`config.mk`:
```
export PLATFORM = sky130hd
export DESIGN_NAME = t16w_timer
export DESIGN_NICKNAME = d
export VERILOG_FILES = /design/src/verilog/t16w_pkg.sv /design/src/verilog/t16w_timer.sv /design/src/verilog/t16w_prescale.sv
export SDC_FILE = /design/constraint.sdc
export NUM_CORES = 1
export LEC_CHECK = 0
export ABC_CLOCK_PERIOD_IN_PS = 4700
export BUFFER_PORTS_ARGS = -buffer_cell sky130_fd_sc_hd__buf_2
export CAP_MARGIN = 20
export CORE_UTILIZATION = 62
export DETAILED_ROUTE_END_ITERATION = 10
export GPL_TIMING_DRIVEN = 1
export PLACE_DENSITY = 0.81
export REMOVE_ABC_BUFFERS = 1
export SYNTH_ARGS = -nofsm -noshare
export SYNTH_HDL_FRONTEND = slang
export SYNTH_SLANG_ARGS = --single-unit
```
`constraint.sdc`:
```
create_clock -name sys_clk -period 4.7 [get_ports sys_clk]
set_input_delay 0 -clock sys_clk [delete_from_list [all_inputs] [get_ports sys_clk]]
set_output_delay 0 -clock sys_clk [all_outputs]
set_load 0.005 [all_outputs]
```
`src/verilog/t16w_pkg.sv`:
```
// Constants, types and decode helpers of the 16-bit waveform timer.
// Assumes one 100 MHz system clock; the timer tick is a clock enable.
package t16w_pkg;

  // Register port
  localparam int REG_ADDR_W = 3;
  localparam logic [2:0] OFS_CTRL = 3'h0;
  localparam logic [2:0] OFS_FORCE = 3'h1;
  localparam logic [2:0] OFS_COUNT = 3'h2;
  localparam logic [2:0] OFS_CMP_A = 3'h3;
  localparam logic [2:0] OFS_CMP_B = 3'h4;
  localparam logic [2:0] OFS_CAPTURE = 3'h5;
  localparam logic [2:0] OFS_FLAGS = 3'h6;
  localparam logic [2:0] OFS_STATUS = 3'h7;

  // Control register fields
  localparam int CTRL_MODE_LSB = 0;
  localparam int CTRL_ACT_A_LSB = 4;
  localparam int CTRL_ACT_B_LSB = 6;
  localparam int CTRL_CLK_LSB = 8;

  // Flag register fields
  localparam int FLG_OVF = 0;
  localparam int FLG_CMP_A = 1;
  localparam int FLG_CMP_B = 2;

  // Reset values
  localparam logic [15:0] RST_WORD = 16'h0000;
  localparam logic [3:0] RST_MODE = 4'h0;
  localparam logic [2:0] RST_CLK_SEL = 3'h0;

  // Counter limits
  localparam logic [15:0] CNT_MAX = 16'hFFFF;
  localparam logic [15:0] CNT_BOTTOM = 16'h0000;
  localparam logic [15:0] TOP_8BIT = 16'h00FF;
  localparam logic [15:0] TOP_9BIT = 16'h01FF;
  localparam logic [15:0] TOP_10BIT = 16'h03FF;
  localparam logic [15:0] TOP_MIN_DUAL = 16'h0003;

  // Prescaler: a tick whenever the free counter's masked bits are all ones
  localparam logic [9:0] PRE_MASK_1 = 10'h000;
  localparam logic [9:0] PRE_MASK_8 = 10'h007;
  localparam logic [9:0] PRE_MASK_64 = 10'h03F;
  localparam logic [9:0] PRE_MASK_256 = 10'h0FF;
  localparam logic [9:0] PRE_MASK_1024 = 10'h3FF;

  typedef enum logic [2:0] {
    CL_NORMAL = 3'b000,
    CL_CTC = 3'b001,
    CL_FAST = 3'b010,
    CL_PC = 3'b011,
    CL_PFC = 3'b100
  } t16w_class_t;

  typedef enum logic {
    DIR_UP = 1'b0,
    DIR_DOWN = 1'b1
  } t16w_dir_t;

  function automatic t16w_class_t t16w_mode_class(input logic [3:0] mode);
    case (mode)
      4'h1, 4'h2, 4'h3, 4'hA, 4'hB: t16w_mode_class = CL_PC;
      4'h4, 4'hC: t16w_mode_class = CL_CTC;
      4'h5, 4'h6, 4'h7, 4'hE, 4'hF: t16w_mode_class = CL_FAST;
      4'h8, 4'h9: t16w_mode_class = CL_PFC;
      default: t16w_mode_class = CL_NORMAL;
    endcase
  endfunction

  function automatic logic [15:0] t16w_top(input logic [3:0] mode, input logic [15:0] cmp_a,
                                           input logic [15:0] cap);
    case (mode)
      4'h1, 4'h5: t16w_top = TOP_8BIT;
      4'h2, 4'h6: t16w_top = TOP_9BIT;
      4'h3, 4'h7: t16w_top = TOP_10BIT;
      4'h4, 4'h9, 4'hB, 4'hF: t16w_top = cmp_a;
      4'h8, 4'hA, 4'hC, 4'hE: t16w_top = cap;
      default: t16w_top = CNT_MAX;
    endcase
  endfunction

  // Pin action of a non-PWM compare match or force
  function automatic logic t16w_apply(input logic [1:0] act, input logic pin);
    case (act)
      2'h1: t16w_apply = ~pin;
      2'h2: t16w_apply = 1'b0;
      2'h3: t16w_apply = 1'b1;
      default: t16w_apply = pin;
    endcase
  endfunction

endpackage

```
`src/verilog/t16w_timer.sv`:
```
// 16-bit timer/counter with compare outputs and five waveform families.
// Assumes a register master that never issues read and write together and
// port logic outside that gates the compare levels with the pin direction.
`timescale 1ns/1ps

// Behaviour
// - A new compare action acts at the next match; force applies it at once in non-PWM.
// - Mode select fixes counting; compare action only picks the pin action.
// - Mode zero counts up always and wraps from 0xFFFF to 0x0000.
// - Normal mode sets the overflow flag as the count becomes zero.
// - Software may write the counter at any time.
// - Modes 4 and 12 clear the counter at compare A or capture value.
// - Buffered modes load compare values from their buffer at top, except modes 8 and 9, which load at bottom.
// - Fast PWM action two is non-inverted, three is inverted.
// - Fast PWM changes output at compare match and at the top-to-bottom wrap.
// - Fast PWM compare zero gives a spike; compare at top gives a steady level.
// - Mode 15 with action one toggles output A at each match.
// - The tick divides the system clock by 1, 8, 64, 256 or 1024.
// - Phase correct modes count bottom to top and back down, repeatedly.
// - Dual-slope non-inverted clears on up match and sets on down match.
// - Phase correct top is fixed 8, 9, 10 bit or a register, at least 2-bit.
// - Dual-slope compare at bottom holds low, at top holds high, non-inverted.
// - Mode 9 with action one toggles output A at each match.
// - All logic runs on the system clock with the tick as an enable.
module t16w_timer import t16w_pkg::*; (
  // Clock and reset
  input wire logic sys_clk,
  input wire logic sys_rst,
  // Register port
  input wire logic [REG_ADDR_W-1:0] reg_addr,
  input wire logic [15:0] reg_wdata,
  input wire logic reg_wr,
  input wire logic reg_rd,
  output logic [15:0] reg_rdata,
  // Compare outputs
  output logic cmp_out_pin_a,
  output logic cmp_out_pin_b,
  output logic cmp_out_drive_a,
  output logic cmp_out_drive_b,
  // Status
  output logic overflow_flag
);

  logic [3:0] wave_mode_sel;
  logic [1:0][1:0] cmp_out_action;
  logic [2:0] clk_sel;
  logic [15:0] count_value;
  logic [1:0][15:0] cmp_reg_chan;
  logic [1:0][15:0] cmp_buf;
  logic [15:0] capture_reg;
  t16w_dir_t dir;
  logic [1:0] cmp_flag;
  logic [1:0] pin;
  logic [1:0] drive;
  logic timer_tick_enable;

  t16w_class_t cls;
  logic [15:0] raw_top;
  logic [15:0] top;
  logic at_top;
  logic at_bottom;
  logic cur_up;
  logic nonpwm;
  logic buffered;
  logic load_active;
  logic ovf_set;
  logic toggle_a;
  logic [15:0] next_count;
  t16w_dir_t next_dir;
  logic wr_ctrl;
  logic wr_force;
  logic wr_count;
  logic wr_flags;
  logic [1:0] wr_cmp;

  t16w_prescale u_prescale (
    .sys_clk(sys_clk),
    .sys_rst(sys_rst),
    .clk_sel(clk_sel),
    .timer_tick_enable(timer_tick_enable)
  );

  // Write decode
  assign wr_ctrl = reg_wr && (reg_addr == OFS_CTRL);
  assign wr_force = reg_wr && (reg_addr == OFS_FORCE);
  assign wr_count = reg_wr && (reg_addr == OFS_COUNT);
  assign wr_flags = reg_wr && (reg_addr == OFS_FLAGS);
  assign wr_cmp[0] = reg_wr && (reg_addr == OFS_CMP_A);
  assign wr_cmp[1] = reg_wr && (reg_addr == OFS_CMP_B);

  // Mode decode: only wave_mode_sel shapes counting
  assign cls = t16w_mode_class(wave_mode_sel);
  assign raw_top = t16w_top(wave_mode_sel, cmp_reg_chan[0], capture_reg);
  assign nonpwm = (cls == CL_NORMAL) || (cls == CL_CTC);
  assign buffered = !nonpwm;

  // Dual-slope tops below 2-bit resolution would stall the direction logic
  always_comb begin
    top = raw_top;
    if (((cls == CL_PC) || (cls == CL_PFC)) && (raw_top < TOP_MIN_DUAL)) begin
      top = TOP_MIN_DUAL;
    end
  end

  assign at_top = (count_value == top);
  assign at_bottom = (count_value == CNT_BOTTOM);
  // Direction that applies to a match at the current count
  assign cur_up = at_bottom || (!at_top && (dir == DIR_UP));

  // Counting sequence
  always_comb begin
    next_count = count_value;
    next_dir = dir;
    case (cls)
      CL_NORMAL: begin
        next_count = count_value + 16'h0001;
        next_dir = DIR_UP;
      end
      CL_CTC, CL_FAST: begin
        next_count = at_top ? CNT_BOTTOM : count_value + 16'h0001;
        next_dir = DIR_UP;
      end
      CL_PC, CL_PFC: begin
        if (cur_up && !at_top) begin
          next_count = count_value + 16'h0001;
          next_dir = DIR_UP;
        end else begin
          next_count = count_value - 16'h0001;
          next_dir = DIR_DOWN;
        end
      end
      default: begin
        next_count = count_value + 16'h0001;
        next_dir = DIR_UP;
      end
    endcase
  end

  always_ff @(posedge sys_clk or posedge sys_rst) begin
    if (sys_rst) begin
      count_value <= RST_WORD;
      dir <= DIR_UP;
    end else if (wr_count) begin
      count_value <= reg_wdata;
    end else if (timer_tick_enable) begin
      count_value <= next_count;
      dir <= next_dir;
    end
  end

  // Control register
  always_ff @(posedge sys_clk or posedge sys_rst) begin
    if (sys_rst) begin
      wave_mode_sel <= RST_MODE;
      cmp_out_action <= '0;
      clk_sel <= RST_CLK_SEL;
    end else if (wr_ctrl) begin
      wave_mode_sel <= reg_wdata[CTRL_MODE_LSB +: 4];
      cmp_out_action[0] <= reg_wdata[CTRL_ACT_A_LSB +: 2];
      cmp_out_action[1] <= reg_wdata[CTRL_ACT_B_LSB +: 2];
      clk_sel <= reg_wdata[CTRL_CLK_LSB +: 3];
    end
  end

  // Capture register acts here only as a top value
  always_ff @(posedge sys_clk or posedge sys_rst) begin
    if (sys_rst) begin
      capture_reg <= RST_WORD;
    end else if (reg_wr && (reg_addr == OFS_CAPTURE)) begin
      capture_reg <= reg_wdata;
    end
  end

  // Buffer load point: top for fast and phase correct, bottom for the other
  assign load_active = timer_tick_enable && ((cls == CL_PFC) ? at_bottom : at_top);

  // Overflow point per family
  always_comb begin
    case (cls)
      CL_NORMAL, CL_CTC: ovf_set = timer_tick_enable && (count_value == CNT_MAX);
      CL_FAST: ovf_set = timer_tick_enable && at_top;
      default: ovf_set = timer_tick_enable && at_bottom;
    endcase
  end

  // Toggle on channel A in PWM modes is only offered where compare A is the top
  assign toggle_a = (wave_mode_sel == 4'hF) || (wave_mode_sel == 4'h9) ||
                    (wave_mode_sel == 4'hB);

  // Flag register: hardware set wins over a write-one clear
  always_ff @(posedge sys_clk or posedge sys_rst) begin
    if (sys_rst) begin
      overflow_flag <= 1'b0;
    end else if (ovf_set) begin
      overflow_flag <= 1'b1;
    end else if (wr_flags && reg_wdata[FLG_OVF]) begin
      overflow_flag <= 1'b0;
    end
  end

  genvar ch;
  generate
    for (ch = 0; ch < 2; ch++) begin : g_chan
      logic match;
      logic [1:0] act;
      logic tog;

      assign match = (count_value == cmp_reg_chan[ch]);
      assign act = cmp_out_action[ch];
      assign tog = (ch == 0) && toggle_a && (act == 2'h1);

      // Compare register and its buffer
      always_ff @(posedge sys_clk or posedge sys_rst) begin
        if (sys_rst) begin
          cmp_buf[ch] <= RST_WORD;
          cmp_reg_chan[ch] <= RST_WORD;
        end else begin
          if (wr_cmp[ch]) begin
            cmp_buf[ch] <= reg_wdata;
          end
          if (wr_cmp[ch] && !buffered) begin
            cmp_reg_chan[ch] <= reg_wdata;
          end else if (buffered && load_active) begin
            cmp_reg_chan[ch] <= cmp_buf[ch];
          end
        end
      end

      always_ff @(posedge sys_clk or posedge sys_rst) begin
        if (sys_rst) begin
          cmp_flag[ch] <= 1'b0;
        end else if (timer_tick_enable && match) begin
          cmp_flag[ch] <= 1'b1;
        end else if (wr_flags && reg_wdata[FLG_CMP_A + ch]) begin
          cmp_flag[ch] <= 1'b0;
        end
      end

      // Output level: actions are sampled at the event, so a new action waits for it
      always_ff @(posedge sys_clk or posedge sys_rst) begin
        if (sys_rst) begin
          pin[ch] <= 1'b0;
        end else if (wr_force && reg_wdata[ch] && nonpwm) begin
          pin[ch] <= t16w_apply(act, pin[ch]);
        end else if (timer_tick_enable) begin
          case (cls)
            CL_NORMAL, CL_CTC: begin
              if (match) begin
                pin[ch] <= t16w_apply(act, pin[ch]);
              end
            end
            CL_FAST: begin
              if (tog) begin
                if (match) begin
                  pin[ch] <= ~pin[ch];
                end
              end else if (act[1]) begin
                if (at_top) begin
                  pin[ch] <= ~act[0];
                end else if (match) begin
                  pin[ch] <= act[0];
                end
              end
            end
            CL_PC, CL_PFC: begin
              if (tog) begin
                if (match) begin
                  pin[ch] <= ~pin[ch];
                end
              end else if (act[1] && match) begin
                pin[ch] <= cur_up ? act[0] : ~act[0];
              end
            end
            default: pin[ch] <= pin[ch];
          endcase
        end
      end

      // The waveform owns the pin only where the action selects an output
      assign drive[ch] = (act != 2'h0) && (nonpwm || act[1] || tog);
    end
  endgenerate

  assign cmp_out_pin_a = pin[0];
  assign cmp_out_pin_b = pin[1];
  assign cmp_out_drive_a = drive[0];
  assign cmp_out_drive_b = drive[1];

  // Read port: data stand only in the cycle after the strobe
  always_ff @(posedge sys_clk or posedge sys_rst) begin
    if (sys_rst) begin
      reg_rdata <= RST_WORD;
    end else if (reg_rd) begin
      case (reg_addr)
        OFS_CTRL: reg_rdata <= {5'h00, clk_sel, cmp_out_action[1], cmp_out_action[0],
                                wave_mode_sel};
        OFS_COUNT: reg_rdata <= count_value;
        OFS_CMP_A: reg_rdata <= cmp_buf[0];
        OFS_CMP_B: reg_rdata <= cmp_buf[1];
        OFS_CAPTURE: reg_rdata <= capture_reg;
        OFS_FLAGS: reg_rdata <= {13'h0000, cmp_flag, overflow_flag};
        OFS_STATUS: reg_rdata <= {13'h0000, (dir == DIR_DOWN), pin};
        default: reg_rdata <= RST_WORD;
      endcase
    end else begin
      reg_rdata <= RST_WORD;
    end
  end

endmodule

```
`src/verilog/t16w_prescale.sv`:
```
// Prescaler giving the timer tick enable from the system clock.
// Assumes clk_sel is stable software state; selections 0, 6 and 7 stop the timer.
`timescale 1ns/1ps
module t16w_prescale import t16w_pkg::*; (
  // Clock and reset
  input wire logic sys_clk,
  input wire logic sys_rst,
  // Divider selection and tick
  input wire logic [2:0] clk_sel,
  output logic timer_tick_enable
);

  logic [9:0] div_count;
  logic [9:0] mask;
  logic run;

  always_ff @(posedge sys_clk or posedge sys_rst) begin
    if (sys_rst) begin
      div_count <= 10'h000;
    end else begin
      div_count <= div_count + 10'h001;
    end
  end

  always_comb begin
    run = 1'b1;
    case (clk_sel)
      3'h1: mask = PRE_MASK_1;
      3'h2: mask = PRE_MASK_8;
      3'h3: mask = PRE_MASK_64;
      3'h4: mask = PRE_MASK_256;
      3'h5: mask = PRE_MASK_1024;
      default: begin
        mask = PRE_MASK_1;
        run = 1'b0;
      end
    endcase
  end

  // Shared free counter keeps the divider phase across selection changes
  assign timer_tick_enable = run && ((div_count & mask) == mask);

endmodule

```
Word-level counts from Yosys, hierarchy flattened
Memories as Yosys holds them, arrays and structs flattened.
Cells that the tools add are included.
- bits in registers: 139
- bits in latches: 0
- RAM bits: 0
- memory bits (read-only): 48
- input port bits: 23
- output and inout bits: 21
- logic and storage cells: 196
- memories kept: 1
- memory list (memory ; depth ; bits a word ; read ports ; clocked after memory_dff ; wr ports ; RTL line ; text):
    (no name shown) ; 16 ; 3 ; 1 ; 0 ; 0 ; t16w_pkg.sv:61 ; case (mode)
- $add $sub $neg: 3
- $mul: 0
- divide/modulo/power cells: 0
- magnitude comparators: 1
- eq/ne operators: 49
- shift operators: 0
- mux-type cells: 48
- bitwise gates (word level): 7
- reduce and logical (&&, ||, !) cells: 69
- operator list (cell ; count):
    $mux 16 ; 10
    $pmux 16 s7 ; 1
    $pmux 16 s5 ; 1
    $eq 16x16->1 ; 3
    $pmux 10 s4 ; 1
    $logic_and 1x1->1 ; 32
    $pmux 16 s2 ; 1
    $mux 1 ; 29
    $eq 4x4->1 const B ; 7
    $eq 3x3->1 const B ; 7
    $reduce_bool 2->1 ; 10
    $eq 3x2->1 const B ; 6
    $add 16x1->16 const B ; 1
    $eq 16x16->1 const B ; 1
    $eq 4x3->1 const B ; 4
    $logic_not 16->1 ; 1
    $lt 16x2->1 const B ; 1
    $sub 16x1->16 const B ; 1
    $ne 3x3->1 const B ; 4
    $ne 4x4->1 const B ; 3
    $pmux 1 s3 ; 4
    $reduce_and 6->1 ; 2
    $reduce_or 2->1 ; 6
    $add 10x1->10 const B ; 1
    17 further kinds ; 40

Logic depth before layout (Yosys ltp)
Gate-level depths: netlist of the first run.
- depth after elaboration: 16
- gate-level depth with buffers: 14
- gate-level depth less buffers: 11

By module
From an unflattened synthesis of the first run, not the netlist that was laid out.
- cell total of the unflattened synthesis: 901
- area, all modules: 8460.6 sq um
- by module, submodules not included (module ; times used ; cells each ; area each (sq um)):
    t16w_timer ; 1 ; 860 ; 7983.9
    t16w_prescale ; 1 ; 41 ; 476.7

Worst setup path before layout of the first run
Ideal clock, no wire load.
- path type: reg2reg
- start: register wave_mode_sel[0]
- end: register count_value[5]
- library setup time: 124 ps
- data arrival time: 2790 ps
- data required time: 4576 ps
- setup slack: 1786 ps
- cell stages (with the launch flop): 12
- path buffers: 2
- period minus slack after synthesis: 2914 ps
- cells stage by stage: dfrtp_1 buf_2 nand2_2 nand2_2 a211o_1 or4_1 nor4_1 o2111a_2 buf_6 o21ai_2 a22o_1 a211o_1
- cells in the longest elaborated chain, start to end: 15
- elaborated cells between the ends (all ways): 41
- classes of those cells: order compare (1); eq/ne (19); mux (7); reduce/logical (13); memory (1)
- RTL lines (what ; RTL line ; text):
    from (decl) ; t16w_timer.sv:44 ; logic [3:0] wave_mode_sel;
    from (signal assigned) ; t16w_timer.sv:158 ; wave_mode_sel <= reg_wdata[CTRL_MODE_LSB +: 4];
    $eq 4x4->1, or another cell as far along ; t16w_pkg.sv:72 ; case (mode)
    $reduce_or 4->1 / $reduce_or 2->1 (equally long branches) ; t16w_pkg.sv:72 ;
    $pmux 16 s5 ; t16w_pkg.sv:72 ;
    $lt 16x2->1 ; t16w_timer.sv:100 ; if (((cls == CL_PC) || (cls == CL_PFC)) && (raw_top < TOP_MIN_DUAL)) begin
    $logic_and 1x1->1 ; t16w_timer.sv:100 ;
    $mux 16 ; t16w_timer.sv:100 ;
    $eq 16x16->1 ; t16w_timer.sv:105 ; assign at_top = (count_value == top);
    $logic_not 1->1 ; t16w_timer.sv:108, t16w_timer.sv:124 ;
    $logic_and 1x1->1 ; t16w_timer.sv:108 ; assign cur_up = at_bottom || (!at_top && (dir == DIR_UP));
    $logic_or 1x1->1 ; t16w_timer.sv:108 ;
    $logic_and 1x1->1 ; t16w_timer.sv:124 ; if (cur_up && !at_top) begin
    $mux 16 ; t16w_timer.sv:124 ;
    $pmux 16 s2 (*) ; t16w_timer.sv:114 ; case (cls)
    $mux 16 (*) ; t16w_timer.sv:145 ; end else if (timer_tick_enable) begin
    $mux 16 (*) ; t16w_timer.sv:143 ; end else if (wr_count) begin
    to (signal assigned) ; t16w_timer.sv:144 ; count_value <= reg_wdata;
    to (signal assigned) ; t16w_timer.sv:146 ; count_value <= next_count;
    to (decl) ; t16w_timer.sv:47 ; logic [15:0] count_value;
Mark *: on every way between the ends. The rest lies on a longest branch, timed or not. The select of a mux whose other input is x is not followed.
A chain may end at the register's enable or synchronous reset.

Worst setup path after layout of the first run
- start: register wave_mode_sel[2]
- end: register cmp_reg_chan[25] in the netlist's numbering
- cells in the longest elaborated chain, start to end: 11
- elaborated cells between the ends (all ways): 38
- classes of those cells: order compare (1); eq/ne (18); mux (4); reduce/logical (14); memory (1)
- RTL lines (what ; RTL line ; text):
    $eq 4x4->1, or another cell as far along ; t16w_pkg.sv:72 ;
    $reduce_or 4->1 / $reduce_or 2->1 (equally long branches) ; t16w_pkg.sv:72 ;
    $pmux 16 s5 ; t16w_pkg.sv:72 ;
    $lt 16x2->1 ; t16w_timer.sv:100 ;
    $logic_and 1x1->1 ; t16w_timer.sv:100 ;
    $mux 16 ; t16w_timer.sv:100 ;
    $eq 16x16->1 ; t16w_timer.sv:105 ;
    $mux 1 ; t16w_timer.sv:175 ; assign load_active = timer_tick_enable && ((cls == CL_PFC) ? at_bottom : at_top);
    $logic_and 1x1->1 ; t16w_timer.sv:175 ;
    $logic_and 1x1->1 ; t16w_timer.sv:223 ; end else if (buffered && load_active) begin
    $reduce_bool 2->1 (no line) ; - ;
    to (signal, indexed assignment) ; t16w_timer.sv:222 ; cmp_reg_chan[ch] <= reg_wdata;
    to (signal, indexed assignment) ; t16w_timer.sv:224 ; cmp_reg_chan[ch] <= cmp_buf[ch];
    to (decl) ; t16w_timer.sv:48 ; logic [1:0][15:0] cmp_reg_chan;
Parallel ways exist; a longest one is shown, timed or not.

==> results.cfg, run 1 <==
[layout]
top_regs = cmp_buf x32, cmp_reg_chan x32
final_cell_mix = 139 x dfrtp_1, 97 x nand2_1, 61 x mux2_2, 60 x nor2_1, 50 x o21ai_1
nNetsFinal = 980
drive_gt1_frac = 0.1820
syn_to_final_growth_pct = 12.29
multi_input_area_mm2 = 0.004716
nFillCells = 1002
post-route-util = 0.7220
seqCellArea_mm2 = 0.003478
num_antenna_cells = 0
final_common_cell = dfrtp_1

[pwr]
power_density_mw_per_mm2 = 520.3
p_leak_uw = 0.004280
vdd_ir_drop_max_mv = 0.3570

[synthesis]
synthAdderAreaFrac = 0.004374
syn-cell-area_mm2 = 0.008582
synth_edf_count = 0
synthSimpleGateAreaFrac = 0.1725
synth_top_family_by_area = simple AND/OR/NAND/NOR gates
synth_cell_type_count = 74
avgSynthCellArea_um2 = 9.288
async_flop_share = 1.000
ys_ff_latch = 139
synth_top_flop_cell = dfrtp_1
synth_mux_area_frac = 0.1438
syn_inst = 924
synth_compound_area_frac = 0.1645
yosysWarnings = 0
synth_xor_area_frac = 0.06225
seq_area_frac_synth = 0.4053

[min_path]
holdCritPathClass = input pin to flip-flop

[run]
cap_violations = 0

[setup_path]
start_kind = flip-flop
worst_setup_path_end_kind = flip-flop
cp_slowest_cell = dfrtp_1
worstPathRequired_ns = 5.00
cp_data_arrival_time_ns = 4.56
cp_max_fo = 32
critical_path_class = flip-flop to flip-flop
cpPeakStageDelay_ns = 0.88
path_cells = or3_1, a21oi_1, a211o_1, or4_1, nor4_1, o2111a_2, mux2_2, nand3_4, mux2i_1, o21ai_1

[sta]
tightest_slew_ns = 1.082
rsz0062_at_grt = false
finClkSkew_ns = 0.009533
finalSetupViolCount = 0
hold_viol = 0
slew_headroom = 0.2771
finalCritPeriodShare = 0.9060
fmax_mhz = 234.8
fin_tns_setup_ns = 0
finalCriticalPeriod_ns = 4.258
finalMaxSlewViolations = 0

[drt]
drc = 0
vias = 7855
ant_nets = 0
wire_per_inst_um = 23.95
first_pass_iters = 6
vias_per_cell = 6.872
first_iter_violations = 1196
wirelength_um = 27370

[run_status]
status = finished clean

[clock_network]
clk_latency_ns = 0.44
cts_inserted_buffers = 17
ctsHtreeMaxLevel = 4
clk_pin_slew_ns = 0.06
cts_tree = yes
root_buffer = clkbuf_16
clock-sinks = 139
cts.path.max_buffers = 2

[global_route]
track_usage = 0.4024
grt_pass1_wl_um = 43100
antenna_found_initial = 1
grt_max_degree = 109
grt_pass1_vias = 7729
overflow = 0

[floorplan]
io_pins = 44
start_util = 0.6430
core_mm2 = 0.01335
dieArea_mm2 = 0.01432
die_x_um = 119.7
rows = 42
die_h_um = 119.7

[placed_design]
gp_congestion = 0.9864
io_buffers = 43
dp_hpwl_um = 18480
path summary, 6_finish.rpt:
kind                                              start                      end  slack, ns  cells past startpoint
worst max-delay path                   wave_mode_sel[2]         cmp_reg_chan[25]       0.44                     10
worst min-delay path                             reg_wr              cmp_flag[1]       0.09                      6
worst max register to register         wave_mode_sel[2]         cmp_reg_chan[25]       0.44                     10
worst min register to register  u_prescale.div_count[0]  u_prescale.div_count[0]       0.48                      1
max in group asynchronous                       sys_rst          cmp_reg_chan[8]       3.37                      4
min in group asynchronous                       sys_rst              cmp_buf[20]       0.35                      3
synth_stat cells, types with 6 or more instances:
cell type / count / area [µm²]
nor2b_1: 7 / 43.79
xor2_1: 44 / 385.4
a211oi_1: 7 / 52.55
or3_1: 6 / 37.54
xnor2_1: 17 / 148.9
nand3_1: 26 / 130.1
and3_1: 6 / 37.54
and2_1: 6 / 37.54
nand2_1: 97 / 364.1
buf_2: 10 / 50.05
inv_1: 25 / 93.84
a31oi_1: 6 / 37.54
a221oi_1: 13 / 113.9
nand2b_1: 10 / 62.56
mux2i_1: 49 / 490.5
nor4_1: 20 / 125.1
o211ai_1: 8 / 60.06
mux2_2: 61 / 686.9
o21ai_1: 50 / 250.2
dfrtp_1: 139 / 3478
nor3_1: 19 / 95.09
o21ai_0: 28 / 140.1
nand4_1: 10 / 62.56
a22oi_1: 13 / 97.59
a21oi_1: 39 / 195.2
buf_6: 6 / 67.56
nor2_1: 61 / 229.0
nor4b_1: 7 / 61.31
clkbuf_1: 47 / 176.4
a22o_1: 6 / 52.55
worst max-delay path, delay by kind of cell (launching register included):
family           cells  cell delay [ns]
AO/OA/AOI/OAI        4             0.94
flip-flops           1             0.88
multiplexers         2             0.68
AND/OR/NAND/NOR      4             1.59
cells by family (layout without fill, tap and decap cells):
| kind of cell | after synthesis | after routing |
|---|---|---|
| AND/OR/NAND/NOR | 300 | 300 |
| flip-flops | 139 | 139 |
| adder cells (fa/ha/maj) | 3 | 3 |
| AO/OA/AOI/OAI | 215 | 215 |
| multiplexers | 113 | 113 |
| XOR/XNOR | 61 | 61 |
| buffers and inverters | 93 | 136 |
area by class of cell:
cell class / instances / share of cell area
well taps: 176 / 0.02285
clock buffers: 21 / 0.04778
multi-input cells: 692 / 0.4894
inverters: 25 / 0.01026
repair buffers: 79 / 0.05505
clock inverters: 11 / 0.01376
flip-flops and latches: 139 / 0.3609
metrics by stage:
step	std cells	hold WS [ns]	setup WS [ns]	total power, µW	cell area, µm²
final	1143	0.09151	0.4419	5014	9637
after global routing	1143	0.1344	0.2488	5235	9637
after detailed placement	1093	0.2829	0.6426	3557	8864
after global placement	1093	0.2746	0.6801	3516	8864
after floorplan	856	0.1168	0.9454	2962	8269
after CTS	1143	0.08644	0.5307	4940	9637
routing by layer:
metal	vias to the layer above	GRT usage	routed length [µm]
met1	3773	0.5344	10580
met2	556	0.6019	12170
met3	115	0.1131	3353
met4	2	0.2055	1255
met5	-	0	11
li1	3409	-	-
timing repair:
action                    4_1_cts  5_1_grt
hold buffers                   18        0
gates resized for setup         0        0
hold endpoints to repair      210        0
setup buffers                   0        0
where the power goes:
part,leakage (µW),total (µW),internal [µW],switching [µW]
Combinational,0.00231,1520,690,831
Sequential,0.00169,2130,1520,614
Clock,0.000285,1360,815,548
Total,0.00428,5010,3020,1990
No activity file was read; power rests on OpenSTA's default activity.
==> run 2, diff against run 1 <==
--- a/config.mk
+++ b/config.mk
@@ -8,6 +8,7 @@
 export ABC_CLOCK_PERIOD_IN_PS = 4700
 export BUFFER_PORTS_ARGS = -buffer_cell sky130_fd_sc_hd__buf_2
 export CAP_MARGIN = 20
+export CORE_ASPECT_RATIO = 1.75
 export CORE_UTILIZATION = 62
 export DETAILED_ROUTE_END_ITERATION = 10
 export GPL_TIMING_DRIVEN = 1
@@ -15,4 +16,5 @@
 export REMOVE_ABC_BUFFERS = 1
 export SYNTH_ARGS = -nofsm -noshare
 export SYNTH_HDL_FRONTEND = slang
+export SYNTH_HIERARCHICAL = 1
 export SYNTH_SLANG_ARGS = --single-unit
==> results.cfg, run 2 <==
[run_status]
status = finished clean

[layout]
top_regs = cmp_buf x32, cmp_reg_chan x32
final_common_cell = dfrtp_1
num_antenna_cells = 0
fin_area_mm2 = 0.009552
drive_gt1_frac = 0.1964
final_cell_mix = 139 x dfrtp_1, 91 x nor2_1, 77 x a21oi_1, 64 x mux2_2
syn_to_final_growth_pct = 12.90
nNetsFinal = 960

[clock_network]
cts.path.max_buffers = 2
clk_latency_ns = 0.43
root_buffer = clkbuf_16
cts_tree = yes
postCtsSetupBuffers = 0
clock-sinks = 139
clk_pin_slew_ns = 0.07
cts_inserted_buffers = 17
ctsHtreeMaxLevel = 4

[drt]
vias = 7676
drc = 0
wirelength_um = 27840
wire_per_inst_um = 24.84
first_iter_violations = 890
vias_per_cell = 6.847
first_pass_iters = 5
ant_nets = 0

[synthesis]
ys_ff_latch = 139
synth_top_flop_cell = dfrtp_1
avgSynthCellArea_um2 = 9.390
synth_cell_type_count = 69
synth_top_area_frac = 0.4111
synth.most_common_cell = dfrtp_1
synth.largest_area_cell = dfrtp_1
synth_common_cells = 139 x dfrtp_1, 91 x nor2_1, 77 x a21oi_1
synthTopCellsByArea = dfrtp_1 41%, mux2_2 8.5%, mux2i_1 5.6%
syn-cell-area_mm2 = 0.008461
synth_edf_count = 0
async_flop_share = 1.000
seq_area_frac_synth = 0.4111
yosysWarnings = 6
syn_inst = 901

[sta]
finalSetupViolCount = 0
finClkSkew_ns = 0.01305
setup_ws_ns = 0.5468
tightest_slew_ns = 1.130
whs_ns = 0.1102
finalMaxSlewViolations = 0
fmax_mhz = 240.8
fin_tns_setup_ns = 0
finalCritPeriodShare = 0.8837
rsz0062_at_grt = false
finalCriticalPeriod_ns = 4.153
slew_headroom = 0.2467
hold_viol = 0

[global_route]
grt_pass1_vias = 7346
overflow = 0
grt_pass1_wl_um = 42250
grt_max_degree = 77
antenna_found_initial = 0
track_usage = 0.4039

[floorplan]
die_x_um = 90.31
io_pins = 44
dieArea_mm2 = 0.01414
die_h_um = 156.5
start_util = 0.6322
core_mm2 = 0.01338
rows = 56

[placed_design]
gp_congestion = 1.027
dp_hpwl_um = 19240
dpl_cell_area_mm2 = 0.008798
dp_slack_ns = 0.6350
io_buffers = 43

[run]
cap_violations = 0

[setup_path]
critical_path_class = flip-flop to flip-flop
cp_data_arrival_time_ns = 4.51
crit_family = simple AND/OR/NAND/NOR gates
cp_slowest_cell = dfrtp_1
cp_num_buf_inv = 0
path_cells = nor2b_1, mux4_1, o21ai_0, nand4b_1, or4_1, or4_4, o31ai_1, nand3_2, o221a_2, o21ai_1
worstPathRequired_ns = 5.05
cp_max_fo = 20
cpPeakStageDelay_ns = 0.69
start_kind = flip-flop
worst_setup_path_end_kind = flip-flop

[pwr]
seqPwrFrac = 0.401
p_leak_uw = 0.003897
p_sw_uw = 2024
netSwitchingFraction = 0.4025
p_int_uw = 3004
power_frac_comb = 0.335
power_density_mw_per_mm2 = 526.4
vdd_ir_drop_max_mv = 0.3475
power.share.clock = 0.264

[min_path]
holdCritPathClass = input pin to async pin
run 2: cells by family (layout without fill, tap and decap cells):
group	Yosys count	in the layout	synth area share
xor gates and xnor gates	60	60	0.06211
and+or+nand+nor	285	285	0.1677
AOI/OAI and AO/OA	214	214	0.1692
adders and majority gates	3	3	0.004437
muxes	112	112	0.1439
DFF	139	139	0.4111
buffers and inverters	88	134	0.04155
run 2: path summary, 6_finish.rpt:
kind / from / to / slack (ns) / cells after the start
worst min-delay path: sys_rst / u_prescale/div_count[3] / 0.11 / 3
worst min register to register: u_prescale/div_count[9] / u_prescale/div_count[9] / 0.48 / 1
worst max-delay path: wave_mode_sel[1] / count_value[10] / 0.55 / 10
max in group asynchronous: sys_rst / reg_rdata[7] / 3.10 / 4
worst max register to register: wave_mode_sel[1] / count_value[10] / 0.55 / 10
min in group sys_clk: reg_wr / cmp_flag[0] / 0.17 / 5
run 2: metal layers:
metal	wire, µm	share of wire	global-route usage
met1	9614	0.35	0.4559
met2	13850	0.50	0.6957
met3	2203	0.079	0.05831
met4	2173	0.078	0.2934
met5	0	0	0
run 2: repair_timing:
action,CTS,global route
hold buffers,17,0
resized for setup,0,0
hold endpoints to repair,174,0
run 2: metrics by stage:
| step | std cells | util | total power (µW) |
|---|---|---|---|
| 2_1_floorplan | 833 | - | 2997 |
| 5_1_grt | 1121 | 0.7137 | 5231 |
| 3_5_place_dp | 1072 | 0.6574 | 3629 |
| 6_report | 1121 | 0.7137 | 5028 |
| 4_1_cts | 1121 | 0.7137 | 4978 |
| 3_3_place_gp | 1072 | 0.6574 | 3604 |
run 2: tightest hold or removal path: stages:
cell and delay (ns):
dlygate4sd3_1 0.53, buf_2 0.14, inv_1 0.29
run 2: cell type report:
cell class                 instances  area [µm²]
tap                              174       217.7
sequential                       139        3478
fill                            1016        3831
clock buffer                      18       439.2
clock inverter                    14       143.9
multi-input combinational        674        4644
inverter                          20       77.57
timing repair buffer              82       550.5
run 2: power groups by stage:
stage,clock [µW],sequential [µW],combinational [µW]
floorplan,0,1860,1140
global placement,0,2000,1600
detailed placement,0,2010,1620
CTS,1330,1990,1650
global route,1380,2040,1820
finish,1330,2020,1680
==> run 3, diff against run 2 <==
--- a/config.mk
+++ b/config.mk
@@ -6,9 +6,10 @@
 export NUM_CORES = 1
 export LEC_CHECK = 0
 export ABC_CLOCK_PERIOD_IN_PS = 4700
-export BUFFER_PORTS_ARGS = -buffer_cell sky130_fd_sc_hd__buf_2
+export BUFFER_PORTS_ARGS = -buffer_cell sky130_fd_sc_hd__clkbuf_2
 export CAP_MARGIN = 20
 export CORE_ASPECT_RATIO = 1.75
+export CORE_MARGIN = 2
 export CORE_UTILIZATION = 62
 export DETAILED_ROUTE_END_ITERATION = 10
 export GPL_TIMING_DRIVEN = 1
==> results.cfg, run 3 (synthesized netlist as in run 2, its figures left out) <==
[run_status]
status = finished clean

[placed_design]
dp_hpwl_um = 19230
gp_congestion = 1.042
dpl_cell_area_mm2 = 0.008816
io_buffers = 43

[min_path]
min-delay-start = reg_wdata[5]
holdPathStages = 3
holdCritPathClass = input pin to flip-flop
hold_end = cmp_reg_chan[5]

[sta]
finalSetupViolCount = 0
slew_headroom = 0.3032
hold_viol = 0
fin_tns_setup_ns = 0
finalMaxSlewViolations = 0
finClkSkew_ns = 0.01090
tightest_slew_ns = 1.045
rsz0062_at_grt = false
fmax_mhz = 235.5
finalCriticalPeriod_ns = 4.247
finalCritPeriodShare = 0.9036

[setup_path]
cp_max_fo = 21
start_kind = flip-flop
worstPathRequired_ns = 5.06
r2r-end = count_value[10]
rrSetupSlack_ns = 0.45
critical_path_class = flip-flop to flip-flop
r2r_start = wave_mode_sel[3]
reg2reg_depth = 10
cp_data_arrival_time_ns = 4.60
worst_setup_path_end_kind = flip-flop

[floorplan]
start_util = 0.6322
die_x_um = 92.31
die_h_um = 158.5
io_pins = 44
rows = 56
dieArea_mm2 = 0.01463
core_mm2 = 0.01338

[drt]
wirelength_um = 27710
first_iter_violations = 824
vias = 7664
drc = 0
vias_per_cell = 6.825
first_pass_iters = 5
ant_nets = 0
wire_per_inst_um = 24.68

[clock_network]
ctsHtreeMaxLevel = 4
clk_latency_ns = 0.43
cts_tree = yes
root_buffer = clkbuf_16
cts.path.max_buffers = 2
clk_pin_slew_ns = 0.06
holdBufCountCts = 16
cts_inserted_buffers = 17
postCtsSetupBuffers = 0
clock-sinks = 139
cts-resized-gates = 0

[layout]
syn_to_final_growth_pct = 12.70
num_antenna_cells = 0
nNetsFinal = 962
final_common_cell = dfrtp_1
top_regs = cmp_buf x32, cmp_reg_chan x32
final_cell_mix = 139 x dfrtp_1, 91 x nor2_1, 77 x a21oi_1, 64 x mux2_2
fin_area_mm2 = 0.009535
drive_gt1_frac = 0.1981

[global_route]
antenna_found_initial = 0
grt_max_degree = 83
track_usage = 0.3898
overflow = 0
grt_pass1_vias = 7648
grt_pass1_wl_um = 42480

[pwr]
power_uw = 5000
power_density_mw_per_mm2 = 524.3
vdd_ir_drop_max_mv = 0.3657
p_leak_uw = 0.003873

[run]
cap_violations = 0
[run 3: routing by layer]
metal  up-vias  part of all wire  GRT usage
met3       159             0.068    0.06436
met2       470              0.48     0.6507
li1       3351                 -          -
met1      3684              0.36     0.4371
met4         0             0.089     0.3134
met5         -                 0          0
[run 3: cell type report]
type	count	area, µm²
inverters	20	80.08
clock buffers	18	429.2
fillers	1067	3847
multi-input cells	674	4644
repair buffers	84	563.0
well taps	174	217.7
flip-flops and latches	139	3478
clock inverters	14	122.6
[run 3: worst max-delay path by stage]
stage                     slack (ns)               to        startpoint
after floorplan                 0.89   count_value[2]  wave_mode_sel[3]
after global placement          0.57   count_value[2]  wave_mode_sel[3]
after detailed placement        0.54   count_value[6]  wave_mode_sel[3]
after CTS                       0.51   count_value[6]  wave_mode_sel[3]
after global routing            0.19  count_value[10]  wave_mode_sel[3]
final                           0.45  count_value[10]  wave_mode_sel[3]
[run 3: worst max-delay path, cell delays in order, from the launching register on]
cell and delay [ns]:
dfrtp_1 0.75, nand2_1 0.43, a21boi_0 0.36, or3_1 0.15, nand4b_1 0.09, or4_1 0.54, or4_4 0.59, o31ai_1 0.51
nand3_2 0.27, o221a_2 0.37, o21ai_1 0.11
[run 3: through the flow]
stage	setup WS (ns)	utilization	hold slack, ns	std cells
global placement	0.5716	0.6588	0.02453	1074
detailed placement	0.5389	0.6588	0.03688	1074
finish	0.4532	0.7125	0.01936	1123
CTS	0.5123	0.7119	0.01081	1122
global route	0.1926	0.7125	0.04494	1123
floorplan	0.8900	-	-0.1598	833
[run 3: report_power, final]
part | internal [µW] | switching [µW] | total [µW]
logic | 794 | 919 | 1710
clock network | 695 | 586 | 1280
registers | 1490 | 512 | 2010
total | 2980 | 2020 | 5000
